==> config.mk <==
export PLATFORM = sky130hd
export DESIGN_NAME = spc_ctrl
export DESIGN_NICKNAME = d
export VERILOG_FILES = /design/src/hw/spc_pkg.sv /design/src/hw/spc_ctrl.sv /design/src/hw/spc_sync.sv
export SDC_FILE = /design/constraint.sdc
export NUM_CORES = 1
export LEC_CHECK = 0
export BUFFER_PORTS_ARGS = -buffer_cell sky130_fd_sc_hd__buf_2
export CAP_MARGIN = 25
export CELL_PAD_IN_SITES_DETAIL_PLACEMENT = 0
export CELL_PAD_IN_SITES_GLOBAL_PLACEMENT = 2
export CORE_MARGIN = 2
export CORE_UTILIZATION = 32
export DETAILED_ROUTE_END_ITERATION = 12
export PLACE_DENSITY_LB_ADDON = 0.1
export SLEW_MARGIN = 20
export SYNTH_ARGS = -nofsm -noshare
export SYNTH_HDL_FRONTEND = slang
export SYNTH_SLANG_ARGS = --single-unit
==> constraint.sdc <==
create_clock -name MCLK_I -period 2.6 [get_ports MCLK_I]
set_clock_uncertainty 0.1 [all_clocks]
set_input_delay 0 -clock MCLK_I [delete_from_list [all_inputs] [get_ports MCLK_I]]
set_output_delay 0 -clock MCLK_I [all_outputs]
set_load 0.05 [all_outputs]
==> src/hw/spc_pkg.sv <==
package spc_pkg;
	// ************************************************************
	// register byte addresses
	// ************************************************************
	localparam logic [7:0] ADDR_CTRL   = 8'h00;
	localparam logic [7:0] ADDR_SLVADR = 8'h04;
	localparam logic [7:0] ADDR_BUF    = 8'h08;
	localparam logic [7:0] ADDR_STAT   = 8'h0c;
	localparam logic [7:0] ADDR_IRQST  = 8'h10;
	localparam logic [7:0] ADDR_IRQMSK = 8'h14;

	// ************************************************************
	// control fields and reset values
	// ************************************************************
	localparam int          BIT_WRITE_COLLISION_FLAG  = 7;
	localparam int          BIT_OVF   = 6;
	localparam int          BIT_EN    = 5;
	localparam int          BIT_REL   = 4;
	localparam logic [7:0]  CTRL_RST  = 8'h00;
	localparam logic [7:0]  MASK_RST  = 8'hff;
	localparam logic [7:0]  ADR_RST   = 8'h00;

	localparam logic [3:0] MODE_S7    = 4'h6;
	localparam logic [3:0] MODE_S10   = 4'h7;
	localparam logic [3:0] MODE_MSKLD = 4'h9;
	localparam logic [3:0] MODE_FWM   = 4'hb;
	localparam logic [3:0] MODE_S7I   = 4'he;
	localparam logic [3:0] MODE_S10I  = 4'hf;

	// interrupt status bits
	localparam int IRQ_BYTE  = 0;
	localparam int IRQ_START = 1;
	localparam int IRQ_STOP  = 2;
	localparam int IRQ_WRITE_COLLISION_FLAG  = 3;
	localparam int IRQ_OVF   = 4;
	localparam int IRQ_W     = 5;
endpackage

==> src/hw/spc_ctrl.sv <==
`timescale 1ns/1ns
module spc_ctrl (
	input  wire logic        MCLK_I,
	input  wire logic        RESET_N_I,
	input  wire logic        PSEL_I,
	input  wire logic        PENABLE_I,
	input  wire logic        PWRITE_I,
	input  wire logic [7:0]  PADDR_I,
	input  wire logic [31:0] PWDATA_I,
	output logic [31:0]      PRDATA_O,
	output logic             PREADY_O,
	output logic             PSLVERR_O,
	input  wire logic        SCL_I,
	input  wire logic        SDA_I,
	input  wire logic        SCL_GPIO_O_I,
	input  wire logic        SCL_GPIO_OE_I,
	input  wire logic        SDA_GPIO_O_I,
	input  wire logic        SDA_GPIO_OE_I,
	input  wire logic        RX_BYTE_I,
	input  wire logic [7:0]  RX_DATA_I,
	input  wire logic        TX_BUSY_I,
	output logic             SCL_O,
	output logic             SCL_OE_O,
	output logic             SDA_O,
	output logic             SDA_OE_O,
	output logic [7:0]       TX_DATA_O,
	output logic             SLAVE_EN_O,
	output logic             ADDR10_O,
	output logic             IRQ_O
);
	// ************************************************************
	// mode decode
	// ************************************************************
	typedef enum {SPC_BUS_OFF, SPC_BUS_SLAVE, SPC_BUS_FWM} spc_bus_e;

	function automatic spc_bus_e spc_decode(input logic [3:0] m);
		case (m)
			spc_pkg::MODE_S7, spc_pkg::MODE_S10,
			spc_pkg::MODE_S7I, spc_pkg::MODE_S10I: spc_decode = SPC_BUS_SLAVE;
			spc_pkg::MODE_FWM: spc_decode = SPC_BUS_FWM;
			default: spc_decode = SPC_BUS_OFF;
		endcase
	endfunction

	logic [7:0]  ctrl_q;
	logic [7:0]  sadr_q;
	logic [7:0]  amsk_q;
	logic [7:0]  rxbuf_q;
	logic        full_q;
	logic [spc_pkg::IRQ_W-1:0] irq_st_q;
	logic [spc_pkg::IRQ_W-1:0] irq_msk_q;
	logic [spc_pkg::IRQ_W-1:0] ev;
	logic        scl_s;
	logic        sda_s;
	logic        scl_p_q;
	logic        sda_p_q;
	logic        hold_q;
	logic        wr;
	logic        rd;
	logic        en;
	logic [3:0]  mode;
	spc_bus_e    bus;
	logic        start_ev;
	logic        stop_ev;
	logic        write_collision_flag_ev;
	logic        ovf_ev;
	logic        ctrl_wr;
	logic        buf_wr;
	logic        buf_rd;
	logic        mask_sel;

	spc_sync u_scl (
		.clk_i   (MCLK_I),
		.rst_n_i (RESET_N_I),
		.d_i     (SCL_I),
		.q_o     (scl_s)
	);
	spc_sync u_sda (
		.clk_i   (MCLK_I),
		.rst_n_i (RESET_N_I),
		.d_i     (SDA_I),
		.q_o     (sda_s)
	);

	// ************************************************************
	// bus access
	// ************************************************************
	// zero wait state: pready always high once out of reset
	assign wr   = PSEL_I & PENABLE_I & PWRITE_I;
	assign rd   = PSEL_I & PENABLE_I & ~PWRITE_I;
	assign en   = ctrl_q[spc_pkg::BIT_EN];
	assign mode = ctrl_q[3:0];
	assign bus  = en ? spc_decode(mode) : SPC_BUS_OFF;
	assign mask_sel = (mode == spc_pkg::MODE_MSKLD);
	assign ctrl_wr  = wr && PADDR_I == spc_pkg::ADDR_CTRL;
	assign buf_wr   = wr && PADDR_I == spc_pkg::ADDR_BUF;
	assign buf_rd   = rd && PADDR_I == spc_pkg::ADDR_BUF;

	assign write_collision_flag_ev  = buf_wr & TX_BUSY_I;
	assign ovf_ev   = RX_BYTE_I & full_q & (bus == SPC_BUS_SLAVE);
	assign start_ev = (bus != SPC_BUS_OFF) & scl_s & scl_p_q & sda_p_q & ~sda_s;
	assign stop_ev  = (bus != SPC_BUS_OFF) & scl_s & scl_p_q & ~sda_p_q & sda_s;

	always_comb begin
		ev = '0;
		ev[spc_pkg::IRQ_BYTE] = RX_BYTE_I & (bus == SPC_BUS_SLAVE) & ~full_q;
		ev[spc_pkg::IRQ_START] = start_ev & (mode[3] | mode == spc_pkg::MODE_FWM) & mode[1];
		ev[spc_pkg::IRQ_STOP]  = stop_ev & (mode[3] | mode == spc_pkg::MODE_FWM) & mode[1];
		ev[spc_pkg::IRQ_WRITE_COLLISION_FLAG]  = write_collision_flag_ev;
		ev[spc_pkg::IRQ_OVF]   = ovf_ev;
	end

	always_ff @(posedge MCLK_I or negedge RESET_N_I) begin
		if (!RESET_N_I) begin
			scl_p_q <= 1'b1;
			sda_p_q <= 1'b1;
		end else begin
			scl_p_q <= scl_s;
			sda_p_q <= sda_s;
		end
	end

	// control register; hardware flag set beats software clear
	always_ff @(posedge MCLK_I or negedge RESET_N_I) begin
		if (!RESET_N_I) begin
			ctrl_q <= spc_pkg::CTRL_RST;
		end else begin
			if (ctrl_wr) begin
				ctrl_q <= PWDATA_I[7:0];
			end
			if (write_collision_flag_ev) begin
				ctrl_q[spc_pkg::BIT_WRITE_COLLISION_FLAG] <= 1'b1;
			end
			if (ovf_ev) begin
				ctrl_q[spc_pkg::BIT_OVF] <= 1'b1;
			end
		end
	end

	always_ff @(posedge MCLK_I or negedge RESET_N_I) begin
		if (!RESET_N_I) begin
			sadr_q <= spc_pkg::ADR_RST;
			amsk_q <= spc_pkg::MASK_RST;
		end else if (wr && PADDR_I == spc_pkg::ADDR_SLVADR) begin
			if (mask_sel) begin
				amsk_q <= PWDATA_I[7:0];
			end else begin
				sadr_q <= PWDATA_I[7:0];
			end
		end
	end

	// receive holding buffer
	always_ff @(posedge MCLK_I or negedge RESET_N_I) begin
		if (!RESET_N_I) begin
			rxbuf_q <= 8'h00;
			full_q  <= 1'b0;
		end else if (RX_BYTE_I && bus == SPC_BUS_SLAVE && !full_q) begin
			rxbuf_q <= RX_DATA_I;
			full_q  <= 1'b1;
		end else if (buf_rd) begin
			full_q  <= 1'b0;
		end
	end

	always_ff @(posedge MCLK_I or negedge RESET_N_I) begin
		if (!RESET_N_I) begin
			TX_DATA_O <= 8'h00;
		end else if (buf_wr && !TX_BUSY_I) begin
			TX_DATA_O <= PWDATA_I[7:0];
		end
	end

	// ************************************************************
	// interrupts
	// ************************************************************
	always_ff @(posedge MCLK_I or negedge RESET_N_I) begin
		if (!RESET_N_I) begin
			irq_st_q  <= '0;
			irq_msk_q <= '0;
			IRQ_O     <= 1'b0;
		end else begin
			if (wr && PADDR_I == spc_pkg::ADDR_IRQST) begin
				irq_st_q <= (irq_st_q & ~PWDATA_I[spc_pkg::IRQ_W-1:0]) | ev;
			end else begin
				irq_st_q <= irq_st_q | ev;
			end
			if (wr && PADDR_I == spc_pkg::ADDR_IRQMSK) begin
				irq_msk_q <= PWDATA_I[spc_pkg::IRQ_W-1:0];
			end
			IRQ_O <= |(irq_st_q & irq_msk_q);
		end
	end

	// ************************************************************
	// read path
	// ************************************************************
	always_ff @(posedge MCLK_I or negedge RESET_N_I) begin
		if (!RESET_N_I) begin
			PRDATA_O  <= 32'h0000_0000;
			PREADY_O  <= 1'b0;
			PSLVERR_O <= 1'b0;
		end else begin
			PREADY_O  <= 1'b1;
			PSLVERR_O <= 1'b0;
			PRDATA_O  <= 32'h0000_0000;
			if (PSEL_I && !PENABLE_I && !PWRITE_I) begin
				case (PADDR_I)
					spc_pkg::ADDR_CTRL:   PRDATA_O[7:0] <= ctrl_q;
					spc_pkg::ADDR_SLVADR: PRDATA_O[7:0] <= mask_sel ? amsk_q : sadr_q;
					spc_pkg::ADDR_BUF:    PRDATA_O[7:0] <= rxbuf_q;
					spc_pkg::ADDR_STAT:   PRDATA_O[2:0] <= {scl_s, sda_s, full_q};
					spc_pkg::ADDR_IRQST:  PRDATA_O[spc_pkg::IRQ_W-1:0] <= irq_st_q;
					spc_pkg::ADDR_IRQMSK: PRDATA_O[spc_pkg::IRQ_W-1:0] <= irq_msk_q;
					default:              PRDATA_O <= 32'h0000_0000;
				endcase
			end
		end
	end

	// ************************************************************
	// clock stretch and pin ownership
	// ************************************************************
	// hold only after low
	always_ff @(posedge MCLK_I or negedge RESET_N_I) begin
		if (!RESET_N_I) begin
			hold_q <= 1'b0;
		end else if (bus != SPC_BUS_SLAVE || ctrl_q[spc_pkg::BIT_REL]) begin
			hold_q <= 1'b0;
		end else if (!scl_s) begin
			hold_q <= 1'b1;
		end
	end

	// open drain while enabled: output level low, enable does the work; GPIO inputs drive the pins when disabled
	always_ff @(posedge MCLK_I or negedge RESET_N_I) begin
		if (!RESET_N_I) begin
			SCL_O      <= 1'b0;
			SCL_OE_O   <= 1'b0;
			SDA_O      <= 1'b0;
			SDA_OE_O   <= 1'b0;
			SLAVE_EN_O <= 1'b0;
			ADDR10_O   <= 1'b0;
		end else begin
			if (en) begin
				SCL_O    <= 1'b0;
				SDA_O    <= 1'b0;
				SCL_OE_O <= hold_q;
				SDA_OE_O <= 1'b0;
			end else begin
				SCL_O    <= SCL_GPIO_O_I;
				SCL_OE_O <= SCL_GPIO_OE_I;
				SDA_O    <= SDA_GPIO_O_I;
				SDA_OE_O <= SDA_GPIO_OE_I;
			end
			SLAVE_EN_O <= (bus == SPC_BUS_SLAVE);
			ADDR10_O   <= (bus == SPC_BUS_SLAVE) & mode[0];
		end
	end
endmodule // spc_ctrl

==> src/hw/spc_sync.sv <==
`timescale 1ns/1ns
// ************************************************************
// two flop synchroniser for pin inputs
// ************************************************************
module spc_sync (
	input  wire logic clk_i,
	input  wire logic rst_n_i,
	input  wire logic d_i,
	output logic      q_o
);
	logic meta_q;

	always_ff @(posedge clk_i or negedge rst_n_i) begin
		if (!rst_n_i) begin
			meta_q <= 1'b1;
			q_o    <= 1'b1;
		end else begin
			meta_q <= d_i;
			q_o    <= meta_q;
		end
	end
endmodule // spc_sync

# --- Yosys cells after proc, flatten, opt, wreduce, memory -nomap -nowiden ---
# Cells that the tools add are included.
totals:
  romBits: 0
  out_inout_bits: 49
  mem_count: 0
  latchBits: 0
  mem_bits_rw: 0
  register_bits: 98
classes:
  shifts: 0
  multipliers: 0
  bitwise_logic: 30
  addsub: 0
  n_reduce_logical: 25
  magnitude_cmp: 0
  n_div: 0
  mux: 19
  n_eq_ne: 14
ops:
  columns: ["operator", "n"]
  rows:
  - ["== test 32 x 2 -> 1 bit (second input constant)", 1]
  - ["two-way mux 32 bit", 1]
  - ["inequality test 32 x 2 -> 1 bit (second input constant)", 1]
  - ["nonzero test 32 bit", 1]
  - ["two-way mux 8 bit", 3]
  - ["bitwise AND 1 bit", 19]
  - ["one-hot mux 3 bit (6 select lines)", 1]
  - ["== test 4 bit (second input constant)", 4]
  - ["== test 8 x 4 -> 1 bit (second input constant)", 2]
  - ["== test 8 x 5 -> 1 bit (second input constant)", 2]
  - ["logical AND 1 bit", 11]
  - ["bitwise AND 5 bit", 2]
  - ["two-way mux 1 bit", 10]
  - ["bitwise OR 5 bit", 2]
  - ["one-hot mux 2 bit (5 select lines)", 1]
  - ["one-hot mux 3 bit (3 select lines)", 1]
  - ["== test 4 x 3 -> 1 bit (second input constant)", 2]
  - ["== test 8 x 3 -> 1 bit (second input constant)", 1]
  - ["logical NOT 8 bit", 1]
  - ["nonzero test 2 bit", 3]
  - ["two-way mux 5 bit", 1]
  - ["inverter 1 bit", 5]
  - ["inverter 5 bit", 1]
  - ["OR reduction 5 bit", 1]
  - ["7 further kinds", 11]

# --- Longest topological paths before layout ---
depth:
  ltp_word: 13
  mapped_depth: 6

# --- By module ---
# From an unflattened synthesis, not the netlist that was laid out.
hier_totals:
  cells_unflattened: 278
  area_unflattened_um2: 3472.1
by_module_without_submodules:
  columns: ["mod", "seq_area_each_um2", "cells_per_inst", "area_each_um2", "n_inst"]
  rows:
  - ["spc_ctrl", 1764.2, 274, 3367.0, 1]
  - ["spc_sync", 52.6, 2, 52.6, 2]

# --- Worst setup path after synthesis ---
# OpenSTA, ideal clock, no wires.
synth_path:
  path_type: "register to register"
  from: "register ctrl_q[1]"
  to: "register sadr_q[0]"
  path_slack_ps: 686
  arrival_ps: 1690
  path_stages_with_launch: 5
  path_buffers: 1
  t_required_ps: 2375
  path_cell_list: "dfrtp_1 nor4bb_1 clkbuf_1 nand3b_1 mux2_2"
synth_between:
  elab_chain_len: 3
synth_rtl:
  columns: ["item", "line_no", "source"]
  rows:
  - ["from (decl)", "spc_ctrl.sv:45", "logic [7:0] ctrl_q;"]
  - ["from (signal assigned)", "spc_ctrl.sv:126", "ctrl_q <= spc_pkg::CTRL_RST;"]
  - ["from (signal assigned)", "spc_ctrl.sv:129", "ctrl_q <= PWDATA_I[7:0];"]
  - ["== test 4 bit", "spc_ctrl.sv:94", "assign mask_sel = (mode == spc_pkg::MODE_MSKLD);"]
  - ["inverter 1 bit (no source line)", null, null]
  - ["AND reduction 2 bit (no source line)", null, null]
  - ["to (signal assigned)", "spc_ctrl.sv:142", "sadr_q <= spc_pkg::ADR_RST;"]
  - ["to (signal assigned)", "spc_ctrl.sv:148", "sadr_q <= PWDATA_I[7:0];"]
  - ["to (decl)", "spc_ctrl.sv:46", "logic [7:0] sadr_q;"]
# Every way passes these cells.
# A chain may end at the register's enable or synchronous reset.

# --- Final worst setup path ---
layout_path:
  from: "input port PADDR_I[3]"
  to: "register ctrl_q[6]"
layout_between:
  elab_chain_len: 3
layout_rtl:
  columns: ["item", "line_no", "source"]
  rows:
  - ["from (decl)", "spc_ctrl.sv:8", "input wire logic [7:0] PADDR_I,"]
  - ["logical NOT 8 bit", "spc_ctrl.sv:95", "assign ctrl_wr = wr && PADDR_I == spc_pkg::ADDR_CTRL;"]
  - ["logical AND 1 bit", "spc_ctrl.sv:95", null]
  - ["nonzero test 2 bit (no source line)", null, null]
# Every way passes these cells.

==> metrics.log <==
[metrics] number of clock buffers inserted by TritonCTS: 9
[metrics] run status: complete, but fails checks
[metrics] Via density: between 4 and 5
[metrics] instance area after placement: 0.00380 sq mm
[metrics] switching portion of total power: 28.3%
[metrics] IO Count: 110
[metrics] number of global-route vias before repair: around 2,300
[metrics] Clock Path Buffers: 2
[metrics] Synth Cell Area: 0.00342 sq mm
[metrics] clock latency reported for the late side of the worst-skew pair: around 0.35 ns
[metrics] post-route minimum period: 2.02 ns
[metrics] overall die area: 0.0115 sq mm
[metrics] Pleak: approximately 0.0021 uW
[metrics] wire length of the first global-routing pass: 12,500 microns
[metrics] post-CTS clock slew at the launch and capture registers of the worst setup and hold paths: 0.08 ns
[metrics] total iterations of the first detailed-routing run: 4
[metrics] die height: around 110 microns
[metrics] internal power contribution: 1620 uW
[metrics] actual slew at the worst max-slew pin: 0.634 ns
[metrics] overflow left after global routing: 0
[metrics] Final setup viols: 0
[metrics] final worst path period share: 77.6%
[metrics] startpoint of the lowest-slack register-to-register path: ctrl_q[1]
[metrics] antenna diode instance count: 0
[metrics] Detail Route Antenna Nets: 0
[metrics] number of storage elements in the synthesis netlist: 74
[metrics] power spent charging and discharging nets: 640 uW
[metrics] max-slew headroom at the worst pin: 57.3%
[metrics] power per standard cell area: 526 mW/mm^2
[metrics] worst-path fanout max: 9
[metrics] worst hold path type: in2async
[metrics] crit path launch: PADDR_I[3]
[metrics] sequential share of the synthesized area: 54.7%
[metrics] clock network power share: 36.9%
[metrics] number of placement rows: 37
[metrics] Setup TNS Final: 0 ns
[metrics] Starting DRT DRC Count: 84
[metrics] largest net degree at the start of global routing: 75
[metrics] worst-case reg-to-reg path depth: 4
[metrics] FF-to-FF setup slack: between 0.6 and 0.7 ns
[metrics] count of distinct cell types in the synthesized netlist: 44
[metrics] Final nets: 429
[metrics] number of standard cells after synthesis: 271
[metrics] Worst Setup Path Type: in2reg
[metrics] width of the die: 107 microns
[metrics] number of port buffers: 60
[metrics] number of inserted filler cells in the final layout: 1,044
[metrics] EDFF count, synth: 0
[metrics] arrival time reported for the critical path endpoint: 2.16 ns
[metrics] critical path capture point type: flip-flop
[metrics] fraction of synthesis flops using an asynchronous set or reset pin: 100%
[metrics] part of the power in registers: 52.1%
[metrics] final core utilization: about 41%
[metrics] commonest register cell after synthesis: sky130_fd_sc_hd__dfrtp_1
[metrics] Peak supply drop: 175 uV
[metrics] Critical Path Start Type: input port
[metrics] unrepaired setup endpoints after global routing: false
[metrics] level count of the clock H-tree: 3
[metrics] Total Wirelength: 7990 microns
[metrics] highest clock rate: 495 MHz
[metrics] detailed-route via count: 2,342
[metrics] number of antenna violations at the first check in global routing: 0
[metrics] number of maximum-capacitance constraint violations: 0
[metrics] TritonCTS clock tree: done
[metrics] Max Slew Vio Count: 0
[metrics] data required time at the worst endpoint: 2.74 ns
[metrics] initial cell density of the core: about 33%
[metrics] Combinational Power Share: between 10% and 20%
[metrics] final standard cell area without fillers: 0.00429 sq mm
[metrics] violations in the final reports: negative hold slack
[metrics] Clock Root Buffer: sky130_fd_sc_hd__clkbuf_8
[metrics] final hold violation count: 11
[metrics] Reg2Reg Capture Point: sadr_q[2]
[metrics] estimated wirelength of the detail-placed design: approximately 5600 microns
[metrics] count of yosys warnings during synthesis: 0
[metrics] total global routing track utilization: 14.6%
[metrics] number of sinks handled by clock tree synthesis: 74
[metrics] Core ar.: approximately 0.010 sq mm
[metrics] mean instance size in the synthesized netlist: 12.6 sq um
[metrics] Hold Worst Slack: -0.0107 ns
[metrics] fraction of final layout cells sized beyond drive strength 1: 41.8%
[metrics] RD Place Congestion: 0.762
[metrics] Area Overhead vs Synth: 25.6%
[metrics] Residual DRC: 0
[metrics] detailed-route wire length per cell: between 15 and 20 microns
worst max path at each step:
| stage | to | slack (ns) | depth (start not counted) |
|---|---|---|---|
| global placement | sadr_q[7] | 0.51 | 5 |
| global route | sadr_q[1] | 0.48 | 4 |
| CTS | sadr_q[2] | 0.60 | 4 |
| detailed placement | sadr_q[2] | 0.53 | 5 |
| finish | ctrl_q[6] | 0.58 | 7 |
| floorplan | sadr_q[0] | 0.69 | 4 |
power groups by stage:
| stage | Clock, uW | Combinational, uW | Sequential (uW) |
|---|---|---|---|
| after floorplan | 0 | 149 | 1220 |
| after global placement | 0 | 211 | 1200 |
| after detailed placement | 0 | 212 | 1200 |
| after CTS | 865 | 244 | 1180 |
| after global routing | 919 | 266 | 1180 |
| final | 834 | 246 | 1180 |
sequential cells by signal (all words and copies together) (netlist names), 5 cells and up:
register / flops
PRDATA_O: 8
TX_DATA_O: 8
amsk_q: 8
ctrl_q: 8
rxbuf_q: 8
sadr_q: 8
irq_msk_q: 5
irq_st_q: 5
synthesized netlist by cell type, types with 3 or more instances:
| cell | number | area, sq um |
|---|---|---|
| sky130_fd_sc_hd__inv_1 | 4 | 15.0 |
| sky130_fd_sc_hd__dfrtp_1 | 60 | 1500 |
| sky130_fd_sc_hd__a22oi_1 | 4 | 30.0 |
| sky130_fd_sc_hd__mux2_2 | 52 | 586 |
| sky130_fd_sc_hd__mux2i_1 | 13 | 130 |
| sky130_fd_sc_hd__and2_1 | 5 | 31.3 |
| sky130_fd_sc_hd__nor2_1 | 7 | 26.3 |
| sky130_fd_sc_hd__nor2b_1 | 4 | 25.0 |
| sky130_fd_sc_hd__nand2_1 | 16 | 60.1 |
| sky130_fd_sc_hd__buf_4 | 25 | 188 |
| sky130_fd_sc_hd__o21ai_0 | 7 | 35.0 |
| sky130_fd_sc_hd__dfstp_2 | 14 | 368 |
| sky130_fd_sc_hd__nand3_1 | 8 | 40.0 |
| sky130_fd_sc_hd__a21oi_1 | 4 | 20.0 |
| sky130_fd_sc_hd__and3_1 | 4 | 25.0 |
| sky130_fd_sc_hd__clkbuf_1 | 7 | 26.3 |
| sky130_fd_sc_hd__o32ai_1 | 3 | 26.3 |
layout make-up:
cell class | count | area, sq um | area share [%]
clock inverters | 5 | 38.8 | 0.903
inverters | 4 | 15.0 | 0.350
well taps | 136 | 170 | 3.96
flip-flops and latches | 74 | 1870 | 43.5
repair buffers | 96 | 666 | 15.5
multi-input cells | 183 | 1390 | 32.5
clock buffers | 11 | 141 | 3.29
routing by layer:
| layer | routed length [microns] | up-vias | track usage (%) |
|---|---|---|---|
| met1 | 3840 | 1139 | 21.5 |
| met3 | 415 | 16 | 3.45 |
| met5 | 0 | - | 0 |
| met2 | 3580 | 68 | 20.6 |
| met4 | 148 | 0 | 5.95 |
| li1 | - | 1119 | - |
cell families (layout without fill, tap and decap cells):
kind of cell	count (synthesis)	count (layout)	synth area share (%)
AO/OA/AOI/OAI	28	28	5.78
multiplexers	65	65	20.9
flip-flops	74	74	54.7
other	2	26	0.220
buffers and inverters	38	116	7.17
AND/OR/NAND/NOR	64	64	11.2
repair_timing:
action                    CTS  global route
setup buffers               0             0
hold endpoints to repair  119             0
gates resized for setup     0             0
hold buffers               29             0
layout by cell type (no fill, tap or decap), drive strengths merged:
master and n:
buf 67, dfrtp 60, mux2 52, dlygate4sd3 29
conb 26, nand2 16, dfstp 14, mux2i 13
clkbuf 11, nand3 8, nor2 8, o21ai 7
and2 5, inv 5, a22oi 4, and3 4
a21oi 4, nor2b 4, clkinvlp 4, nor4 4
o32ai 3, nor3b 3, or4 2, nand4b 2
a32o 2, a21o 2, nor3 1, a211oi 1
nor4bb 1, or2 1, a32oi 1, and4 1
or4b 1, or3b 1, a31oi 1, o2bb2ai 1
nand4 1, a21bo 1, a222oi 1, nand3b 1
critical path: stages:
cell and delay (ns):
sky130_fd_sc_hd__buf_2 0.17, sky130_fd_sc_hd__or4_1 0.68, sky130_fd_sc_hd__nor4_4 0.26, sky130_fd_sc_hd__buf_4 0.23, sky130_fd_sc_hd__mux2i_1 0.19, sky130_fd_sc_hd__nand2_1 0.07, sky130_fd_sc_hd__dlygate4sd3_1 0.55
through the flow:
step / instances / setup slack [ns] / power [uW]
after floorplan: 295 / 0.686 / 1360
after global placement: 463 / 0.514 / 1410
after detailed placement: 463 / 0.529 / 1410
after CTS: 508 / 0.595 / 2290
after global routing: 509 / 0.484 / 2360
final: 509 / 0.581 / 2260
Power figures use the tool's default switching activity.
